<file path="src/pkg/byte_op_regs.svh">
// Encodings, field positions and reset values for the instruction subset
`ifndef BYTE_OP_REGS_SVH
`define BYTE_OP_REGS_SVH

// ----------------------------------------------------------------
// Instruction word fields (14-bit word)
// ----------------------------------------------------------------
`define OPW_WIDTH        14
`define OP_FILE_HI       13
`define OP_FILE_LO       8
`define OP_LIT_HI        13
`define OP_LIT_LO        8
`define OP_BR_HI         13
`define OP_BR_LO         11
`define DEST_BIT         7
`define FADDR_HI         6
`define FADDR_LO         0
`define LIT_HI           7
`define LIT_LO           0
`define BR_K_HI          10
`define BR_K_LO          0
`define LATCH_HI         6
`define LATCH_LO         3

// ----------------------------------------------------------------
// Opcode values
// ----------------------------------------------------------------
`define OPC_DECSKIP      6'h0b
`define OPC_INCSKIP      6'h0f
`define OPC_INCREMENT_FILE         6'h0a
`define OPC_ORWF         6'h04
`define OPC_ORLIT        6'h38
`define OPC_BRANCH       3'h5

// ----------------------------------------------------------------
// Reset values
// ----------------------------------------------------------------
`define ACC_RESET        8'h00
`define PC_RESET         15'h0000

`endif

</file>
<file path="src/pkg/byte_op_pkg.sv">
// Types shared by the instruction subset executor
package byte_op_pkg;

  typedef enum logic [2:0] {
    OP_NONE    = 3'h0,
    OP_DECSKIP = 3'h1,
    OP_INCSKIP = 3'h2,
    OP_INCREMENT_FILE    = 3'h3,
    OP_ORWF    = 3'h4,
    OP_ORLIT   = 3'h5,
    OP_BRANCH  = 3'h6
  } op_kind_t;

  typedef enum logic [1:0] {
    ST_EXEC    = 2'b00,
    ST_FLUSH   = 2'b01,
    ST_BR_WAIT = 2'b10
  } exec_state_t;

endpackage : byte_op_pkg

</file>
<file path="src/pkg/decode_if.sv">
// Decoded instruction fields passed from decoder to executor
`timescale 1ns/100ps
`default_nettype none
interface decode_if;
  byte_op_pkg::op_kind_t kind;
  logic                  destFile;
  logic [6:0]            fileAddr;
  logic [7:0]            literal;
  logic [10:0]           branchTarget;

  modport dec (output kind, output destFile, output fileAddr, output literal,
               output branchTarget);
  modport exe (input kind, input destFile, input fileAddr, input literal,
               input branchTarget);
endinterface : decode_if
`default_nettype wire

</file>
<file path="src/rtl/byte_op_decoder.sv">
// Combinational decoder of the supported instruction words
`timescale 1ns/100ps
`default_nettype none
`include "byte_op_regs.svh"
module byte_op_decoder (
  input  wire logic [`OPW_WIDTH-1:0] instr,
  decode_if.dec                      dec
);
  always_comb begin
    dec.destFile     = instr[`DEST_BIT];
    dec.fileAddr     = instr[`FADDR_HI:`FADDR_LO];
    dec.literal      = instr[`LIT_HI:`LIT_LO];
    dec.branchTarget = instr[`BR_K_HI:`BR_K_LO];
    dec.kind         = byte_op_pkg::OP_NONE;
    if (instr[`OP_BR_HI:`OP_BR_LO] == `OPC_BRANCH) begin
      dec.kind = byte_op_pkg::OP_BRANCH;
    end else begin
      case (instr[`OP_FILE_HI:`OP_FILE_LO])
        `OPC_DECSKIP: dec.kind = byte_op_pkg::OP_DECSKIP;
        `OPC_INCSKIP: dec.kind = byte_op_pkg::OP_INCSKIP;
        `OPC_INCREMENT_FILE:    dec.kind = byte_op_pkg::OP_INCREMENT_FILE;
        `OPC_ORWF:    dec.kind = byte_op_pkg::OP_ORWF;
        `OPC_ORLIT:   dec.kind = byte_op_pkg::OP_ORLIT;
        default:      dec.kind = byte_op_pkg::OP_NONE;
      endcase
    end
  end
endmodule : byte_op_decoder
`default_nettype wire

</file>
<file path="src/rtl/byte_op_branch_exec.sv">
// Executor for skip, increment, OR and branch instructions
//
// Function
// - Destination bit: 0 accumulator, 1 file
// - Decrement-skip subtracts one, flags untouched
// - Decrement-skip zero result flushes next instruction
// - Increment-skip adds one, zero flushes next
// - Branch loads immediate into PC[10:0]
// - Branch fills PC[14:11] from latch[6:3]
// - Branch always takes two cycles
// - OR literal into accumulator, zero updated
// - Increment file, zero updated, no skip
// - OR accumulator with file, zero updated
`timescale 1ns/100ps
`default_nettype none
`include "byte_op_regs.svh"
module byte_op_branch_exec (
  input  wire logic                  ref_clk,
  input  wire logic                  rst,
  input  wire logic [`OPW_WIDTH-1:0] instr,
  input  wire logic [7:0]            fileRdData,
  input  wire logic [7:0]            pcHighLatch,
  output var  logic [6:0]            fileAddr,
  output var  logic [7:0]            fileWrData,
  output var  logic                  fileWrEn,
  output var  logic [7:0]            acc,
  output var  logic                  zeroFlag,
  output var  logic                  zeroWrEn,
  output var  logic [14:0]           pc,
  output var  logic                  flushing
);

  // ----------------------------------------------------------------
  // State
  // ----------------------------------------------------------------
  typedef struct packed {
    byte_op_pkg::exec_state_t st;
    logic [7:0]               acc;
    logic                     zero;
    logic                     zeroWr;
    logic [14:0]              pc;
    logic [6:0]               fAddr;
    logic [7:0]               fData;
    logic                     fWr;
  } state_t;

  state_t s_q;
  state_t s_d;

  decode_if dcd ();

  byte_op_decoder u_dec (
    .instr (instr),
    .dec   (dcd.dec)
  );

  // File address is presented combinationally for the read port;
  // the write-back address is the registered copy.
  logic [7:0] result;
  logic       isZero;

  // ----------------------------------------------------------------
  // Next state
  // ----------------------------------------------------------------
  always_comb begin
    s_d        = s_q;
    s_d.fWr    = 1'b0;
    s_d.zeroWr = 1'b0;
    result     = 8'h00;
    case (dcd.kind)
      byte_op_pkg::OP_DECSKIP: result = fileRdData - 8'h01;
      byte_op_pkg::OP_INCSKIP,
      byte_op_pkg::OP_INCREMENT_FILE:    result = fileRdData + 8'h01;
      byte_op_pkg::OP_ORWF:    result = s_q.acc | fileRdData;
      byte_op_pkg::OP_ORLIT:   result = s_q.acc | dcd.literal;
      default:                 result = 8'h00;
    endcase
    isZero = (result == 8'h00);
    case (s_q.st)
      byte_op_pkg::ST_EXEC: begin
        s_d.pc = s_q.pc + 15'h0001;
        case (dcd.kind)
          byte_op_pkg::OP_DECSKIP,
          byte_op_pkg::OP_INCSKIP,
          byte_op_pkg::OP_INCREMENT_FILE,
          byte_op_pkg::OP_ORWF: begin
            if (dcd.destFile) begin
              s_d.fWr   = 1'b1;
              s_d.fAddr = dcd.fileAddr;
              s_d.fData = result;
            end else begin
              s_d.acc = result;
            end
            if (dcd.kind == byte_op_pkg::OP_INCREMENT_FILE ||
                dcd.kind == byte_op_pkg::OP_ORWF) begin
              s_d.zero   = isZero;
              s_d.zeroWr = 1'b1;
            end else if (isZero) begin
              s_d.st = byte_op_pkg::ST_FLUSH;
            end
          end
          byte_op_pkg::OP_ORLIT: begin
            s_d.acc    = result;
            s_d.zero   = isZero;
            s_d.zeroWr = 1'b1;
          end
          byte_op_pkg::OP_BRANCH: begin
            s_d.pc = {pcHighLatch[`LATCH_HI:`LATCH_LO], dcd.branchTarget};
            // A skip flush would step past the target word, so a branch
            // waits with pc parked on the target instead
            s_d.st = byte_op_pkg::ST_BR_WAIT;
          end
          default: ;
        endcase
      end
      byte_op_pkg::ST_FLUSH: begin
        // Fetched word is discarded as a no-operation
        s_d.pc = s_q.pc + 15'h0001;
        s_d.st = byte_op_pkg::ST_EXEC;
      end
      byte_op_pkg::ST_BR_WAIT: begin
        // Word at the target is ignored now and executed next cycle
        s_d.st = byte_op_pkg::ST_EXEC;
      end
      default: s_d.st = byte_op_pkg::ST_EXEC;
    endcase
  end

  always_ff @(posedge ref_clk) begin
    if (rst) begin
      s_q <= '{st: byte_op_pkg::ST_EXEC, acc: `ACC_RESET, zero: 1'b0, zeroWr: 1'b0,
               pc: `PC_RESET, fAddr: 7'h00, fData: 8'h00, fWr: 1'b0};
    end else begin
      s_q <= s_d;
    end
  end

  // ----------------------------------------------------------------
  // Outputs
  // ----------------------------------------------------------------
  always_comb begin
    fileWrData = s_q.fData;
    fileWrEn   = s_q.fWr;
    acc        = s_q.acc;
    zeroFlag   = s_q.zero;
    zeroWrEn   = s_q.zeroWr;
    pc         = s_q.pc;
    flushing   = (s_q.st != byte_op_pkg::ST_EXEC);
    fileAddr   = s_q.fWr ? s_q.fAddr : dcd.fileAddr;
  end
endmodule : byte_op_branch_exec
`default_nettype wire

</file>
<file path="config.mk">
export PLATFORM = sky130hd
export DESIGN_NAME = byte_op_branch_exec
export DESIGN_NICKNAME = d
export VERILOG_FILES = /design/src/pkg/byte_op_pkg.sv /design/src/pkg/decode_if.sv /design/src/rtl/byte_op_decoder.sv /design/src/rtl/byte_op_branch_exec.sv
export VERILOG_INCLUDE_DIRS = /design/src /design/src/pkg
export SDC_FILE = /design/constraint.sdc
export NUM_CORES = 1
export LEC_CHECK = 0
export BUFFER_PORTS_ARGS = -buffer_cell sky130_fd_sc_hd__buf_4
export CAP_MARGIN = 10
export CORE_MARGIN = 2
export CORE_UTILIZATION = 40
export DETAILED_ROUTE_END_ITERATION = 10
export PLACE_DENSITY = 0.72
export SLEW_MARGIN = 20
export SYNTH_ARGS = -nofsm -noshare
export SYNTH_HDL_FRONTEND = slang
export SYNTH_HIERARCHICAL = 1
export SYNTH_SLANG_ARGS = --single-unit
export TNS_END_PERCENT = 50
</file>
<file path="constraint.sdc">
create_clock -name ref_clk -period 5.3 [get_ports ref_clk]
set_clock_uncertainty 0.1 [all_clocks]
set_input_delay 0.265 -clock ref_clk [delete_from_list [all_inputs] [get_ports ref_clk]]
set_output_delay 0.265 -clock ref_clk [all_outputs]
set_load 0.02 [all_outputs]
</file>
## Word-level counts from Yosys, hierarchy flattened

Cells that the tools add are included.
Widths: inputs -> output; s select.

| storage, ports and cells | value |
|---|---|
| register bits | 43 |
| input port bits | 32 |
| output and inout bits | 42 |
| logic and storage cells | 60 |

| cells by class | value |
|---|---|
| $add $sub $neg | 3 |
| equality and inequality tests | 17 |
| mux-type cells | 13 |
| bitwise logic cells | 4 |
| reductions and logical operators | 15 |

Operator list:

| kind | count |
|---|---|
| $pmux 8 s4 | 1 |
| $pmux 15 s2 | 1 |
| $pmux 10 s2 | 1 |
| $eq 6x4->1 const B | 3 |
| $or 8x8->8 | 2 |
| $add 15x1->15 const B | 1 |
| $mux 15 | 1 |
| $pmux 3 s5 | 1 |
| $eq 3x3->1 const B | 4 |
| $reduce_and 3->1 | 4 |
| $add 8x1->8 const B | 1 |
| $logic_not 8->1 | 1 |
| $mux 8 | 1 |
| $ne 2x2->1 const B | 4 |
| $reduce_bool 2->1 | 4 |
| $sub 8x1->8 const B | 1 |
| $mux 7 | 1 |
| $eq 3x2->1 const B | 2 |
| $eq 6x3->1 const B | 1 |
| $eq 6x6->1 const B | 1 |
| $mux 2 | 3 |
| $pmux 2 s2 | 1 |
| $reduce_or 2->1 | 2 |
| $reduce_or 4->1 | 1 |
| 8 further kinds | 9 |

## Logic depth before layout (Yosys ltp)

| logic depth | value |
|---|---|
| depth after elaboration | 10 |
| mapped depth | 14 |
| gate-level depth less buffers | 12 |

## Cells and area by module

The synthesis kept the hierarchy.

By module, submodules not included:

| module | times used | cells each | area an instance (sq um) | seq. area each (sq um) |
|---|---|---|---|---|
| byte_op_branch_exec | 1 | 363 | 2871.5 | 860.8 |
| byte_op_decoder | 1 | 38 | 292.8 | 0.0 |

## Worst setup path after synthesis

No wires, ideal clock.

| timing | value |
|---|---|
| kind | input to register |
| start point | in instr[10] |
| end point | reg s_q (netlist bit acc[6]) |
| library setup time | 0.086 ns |
| arrival | 2.460 ns |
| required time | 5.114 ns |
| slack | 2.655 ns |
| stages on the path | 13 |
| buffers on the path | 2 |
| cell sequence | nor3b_2 a22oi_1 o21ai_1 buf_2 nor2b_1 buf_4 xnor2_1 ha_1 and3_1 a31oi_1 or4b_1 and3_1 a211oi_1 |

| on the way | value |
|---|---|
| word-level cells in the longest chain between the ends | 8 |
| elaborated cells on any way between the ends | 20 |
| classes of those cells | 11 x eq/ne; 5 x mux; 4 x reduce/logical |

Ends and longest elaborated chain:

| element | line | source |
|---|---|---|
| start: declaration | byte_op_branch_exec.sv:20 | `` input wire logic [`OPW_WIDTH-1:0] instr, `` |
| $eq 6x6->1 (tied with other cells) | byte_op_decoder.sv:18 | `` case (instr[`OP_FILE_HI:`OP_FILE_LO]) `` |
| $pmux 3 s5 (*) | byte_op_decoder.sv:18 |  |
| $mux 3 (*) | byte_op_decoder.sv:15 | `` if (instr[`OP_BR_HI:`OP_BR_LO] == `OPC_BRANCH) begin `` |
| named net dcd.kind[2] | decode_if.sv:5 | `byte_op_pkg::op_kind_t kind;` |
| $eq 3x2->1 | byte_op_branch_exec.sv:70, byte_op_branch_exec.sv:82 |  |
| $reduce_or 2->1 | byte_op_branch_exec.sv:70 | `case (dcd.kind)` |
| $pmux 8 s4 | byte_op_branch_exec.sv:70 |  |
| $mux 8 | byte_op_branch_exec.sv:87 | `if (dcd.destFile) begin` |
| $pmux 10 s2 | byte_op_branch_exec.sv:82 | `case (dcd.kind)` |
| end signal: assignment | byte_op_branch_exec.sv:131 | `` s_q <= '{st: byte_op_pkg::ST_EXEC, acc: `ACC_RESET, zero: 1'b0, zeroWr: 1'b0, `` |
| end: declaration | byte_op_branch_exec.sv:47 | `state_t s_q;` |

The timed path passes the listed nets; every way through them passes the cells marked *. The select of a mux whose other input is x is not followed.
A chain may end at the register's enable or synchronous reset.

## Final worst setup path

| timing | value |
|---|---|
| start point | in instr[8] |
| end point | reg s_q (netlist bit acc[7]) |

Same word-level chain as after synthesis.

==> qor.csv <==
metric,value,unit
clock-pin slew on the worst setup and hold paths,0.08,ns
Pwr per Cell Area,241,nW/um^2
Yosys cell types,63,
I/O Pins,74,
vias in the first global route,2595,
post-layout min period,3.09,ns
port bufs,69,
height of the die,92.9,microns
htree depth,2,
# diodes,0,
worst-margin pin slew,1.01,ns
R2R cell count,7,
synth warn,6,
register area share after synthesis,27.2,%
multi-input combinational cell area,1720,sq um
Worst setup EP type,register,
RSZ-0062 raised after global routing,false,
"Cell Area, Placed",3280,sq um
area share of the largest cell type after synthesis,27.2,%
Hold Fails Final Rpt,0,
synthesized netlist net count,436,
Syn Area/Cell,7.89,sq um
Final setup viols,0,
worst reg2reg endpoint,pc[7]$_SDFFE_PP0P_,
PostCTS Resize Cnt,0,
status,completed,
"Arr. time, crit path",3.23,ns
CP bufs+invs,3,
FMAX,324,MHz
dominant cell type by area after synthesis,dfxtp_1,
synthesized flop and latch total,43,
Max clock buf depth,2,
worst path cell trace,"buf_4, xnor2_1, a21oi_1, nor3b_1, buf_4, nor2b_1, inv_2, ha_1, a31oi_1, or4b_1, mux2_4, and2_4, a21oi_2",
Syn Inst Count,401,
"delay-heaviest family, CP",simple AND/OR/NAND/NOR gates,
starting density of the core,41.2,%
drt initial violations,116,
number of synthesized flops with an enable pin,0,
Hold Path Sink,s_q[10]$_SDFFE_PP0P_,
GRT Total Usage,18.0,%
TritonCTS clock tree,built,
Net Sw Power,240,uW
first-pass GRT wire length,12700,microns
Min-Delay Path Depth,3,
post-synth design cell area,3160,sq um
hold path start,instr[1],
layout cell share with drive strength beyond 1,25.8,%
area of the core,7690,sq um
sequential share of power,43.7,%
max cap viols,0,
routability cong.,0.908,
WS Path Type,primary input to register,
cts hold-fix bufs,0,
Post-synth top flop,dfxtp_1,
nets@finish,430,
Internal,579,uW
Critical Path RT,5.44,ns
total power,819,uW
"Slowest-stage cell, CP",nor2b_1,
area grow syn2layout,7.51,%
relative slew slack,33.0,%
Final Util,44.3,%
Worst Hold Class,primary input to register,
Clock Sinks,43,
Final Cycle Share,58.3,%
post-route ant nets,0,
overflow left after global routing,0,
Layout fillers,808,
total CTS buffers,5,
via count,2742,
postcts setup bufs,0,
final setup TNS,0,ns
initial antenna violation count,0,
most frequent CP cell,buf_4,
Area contributors post-synth,"dfxtp_1 (27%), buf_4 (14%), nor2_1 (6.5%), a211oi_1 (4.3%), a21oi_1 (3.5%)",
largest net degree at the start of global routing,34,
register area,861,sq um
row cnt,32,
Comb pwr share,23.6,%
final instance area,3400,sq um
FF-to-FF Start,s_q[42]$_SDFFE_PP0P_,
DRC Markers,0,
R2R setup slack,2.66,ns
Die ar.,8640,sq um
Clk pwr share,32.7,%
asr flop ratio synth,0,%
clk root buf,clkbuf_8,
Die W,92.9,microns
Critical Path Start Type,primary input,
Lkg Pwr,1.33,nW
fin. max-slew vios,0,
DRT Pass-1 Iters,4,
worst hold slack,0.150,ns
peak supply drop,0.000158,V
Vias per Instance,5.51,
drt wl/cell,15.4,microns
worst-skew pair later-pin latency,0.30,ns
routed wire length,7660,microns
hpwl dp,5750,microns
Max stage delay on crit path,0.47,ns
Crit Path Max Fanout,11,
switching part of the total power,29.3,%
[cells in the final DEF, fill, tap and decap left out, types with 3 or more instances in the layout]
master     n
a211o_1    3
a22oi_1    3
ha_1       3
a221oi_1   3
o21ai_1    8
dfxtp_1   43
nand4_1    6
nand2_1   19
nand3_1    6
nor3b_2    3
inv_1      6
a211oi_1  17
nor4_1     4
and3_1     5
nor3_1    10
o22ai_1    3
nor2b_1    6
clkbuf_8   6
mux2_2     8
xnor2_1    4
mux2_1     5
buf_4     73
o221a_1    3
o21ai_0   10
mux2i_1    9
a31oi_1    6
nor2_1    55
a21oi_1   22
[power by group through the flow]
stage                     clock network (mW)  registers (mW)  logic (mW)
after floorplan                            0           0.359       0.158
after global placement                     0           0.364       0.190
after detailed placement                   0           0.365       0.194
after CTS                              0.275           0.357       0.195
after global routing                   0.290           0.360       0.212
final                                  0.268           0.357       0.193
[how the worst max path moves through the flow]
stage / startpoint / endpoint / slack [ns] / cells past startpoint
3_3_place_gp: instr[8] / acc[7]$_SDFFE_PP0P_ / 1.94 / 13
2_1_floorplan: instr[10] / acc[6]$_SDFFE_PP0P_ / 2.65 / 13
3_5_place_dp: instr[8] / acc[6]$_SDFFE_PP0P_ / 1.94 / 13
6_report: instr[8] / acc[7]$_SDFFE_PP0P_ / 2.21 / 13
4_1_cts: instr[8] / acc[6]$_SDFFE_PP0P_ / 2.22 / 13
5_1_grt: instr[8] / s_q[41]$_SDFFE_PP0P_ / 1.91 / 13
[metrics by stage]
stage,worst slack (ns),std cells
3_3_place_gp,1.94,490
5_1_grt,1.91,498
6_report,2.21,498
4_1_cts,2.22,498
2_1_floorplan,2.65,401
3_5_place_dp,1.94,490
[cell type report]
class	instances	share of cell area, %
multi-input combinational	264	50.5
sequential	43	25.3
clock buffer	6	2.43
timing repair buffer	73	16.1
clock inverter	2	1.03
tap	102	3.75
inverter	8	0.883
[registers in the layout, indices dropped and copies added, names as in the netlist]
name,count
s_q,9
fileWrEn,1
acc,8
zeroFlag,1
pc,15
fileWrData,8
zeroWrEn,1
[tightest hold or removal path, cell delays in order]
cell and delay (ns):
buf_4 0.11, mux2i_1 0.06, nor2_1 0.07
[cell families (layout without fill, tap and decap cells)]
| group | count (synthesis) | count (layout) | synth area share (%) |
|---|---|---|---|
| simple gates | 130 | 130 | 20.6 |
| compound gates | 104 | 104 | 23.3 |
| buf+inv | 94 | 89 | 18.7 |
| flops | 43 | 43 | 27.2 |
| mux | 23 | 23 | 7.95 |
| xor+xnor | 4 | 4 | 1.11 |
| fa+ha+maj | 3 | 3 | 1.19 |
[Yosys cell counts (8+ instances only)]
cell / number
a211oi_1: 18
a21oi_1: 22
buf_4: 59
clkbuf_1: 19
dfxtp_1: 43
mux2_2: 8
mux2i_1: 9
nand2_1: 19
nor2_1: 55
nor3_1: 10
o21ai_0: 10
o21ai_1: 8
[metal layers]
metal  wire, microns  GRT usage [%]
met5               0              0
met2            3710           31.7
met4              72           3.68
met3             486           3.99
met1            3390           22.6
No activity file was read; power rests on OpenSTA's default activity.
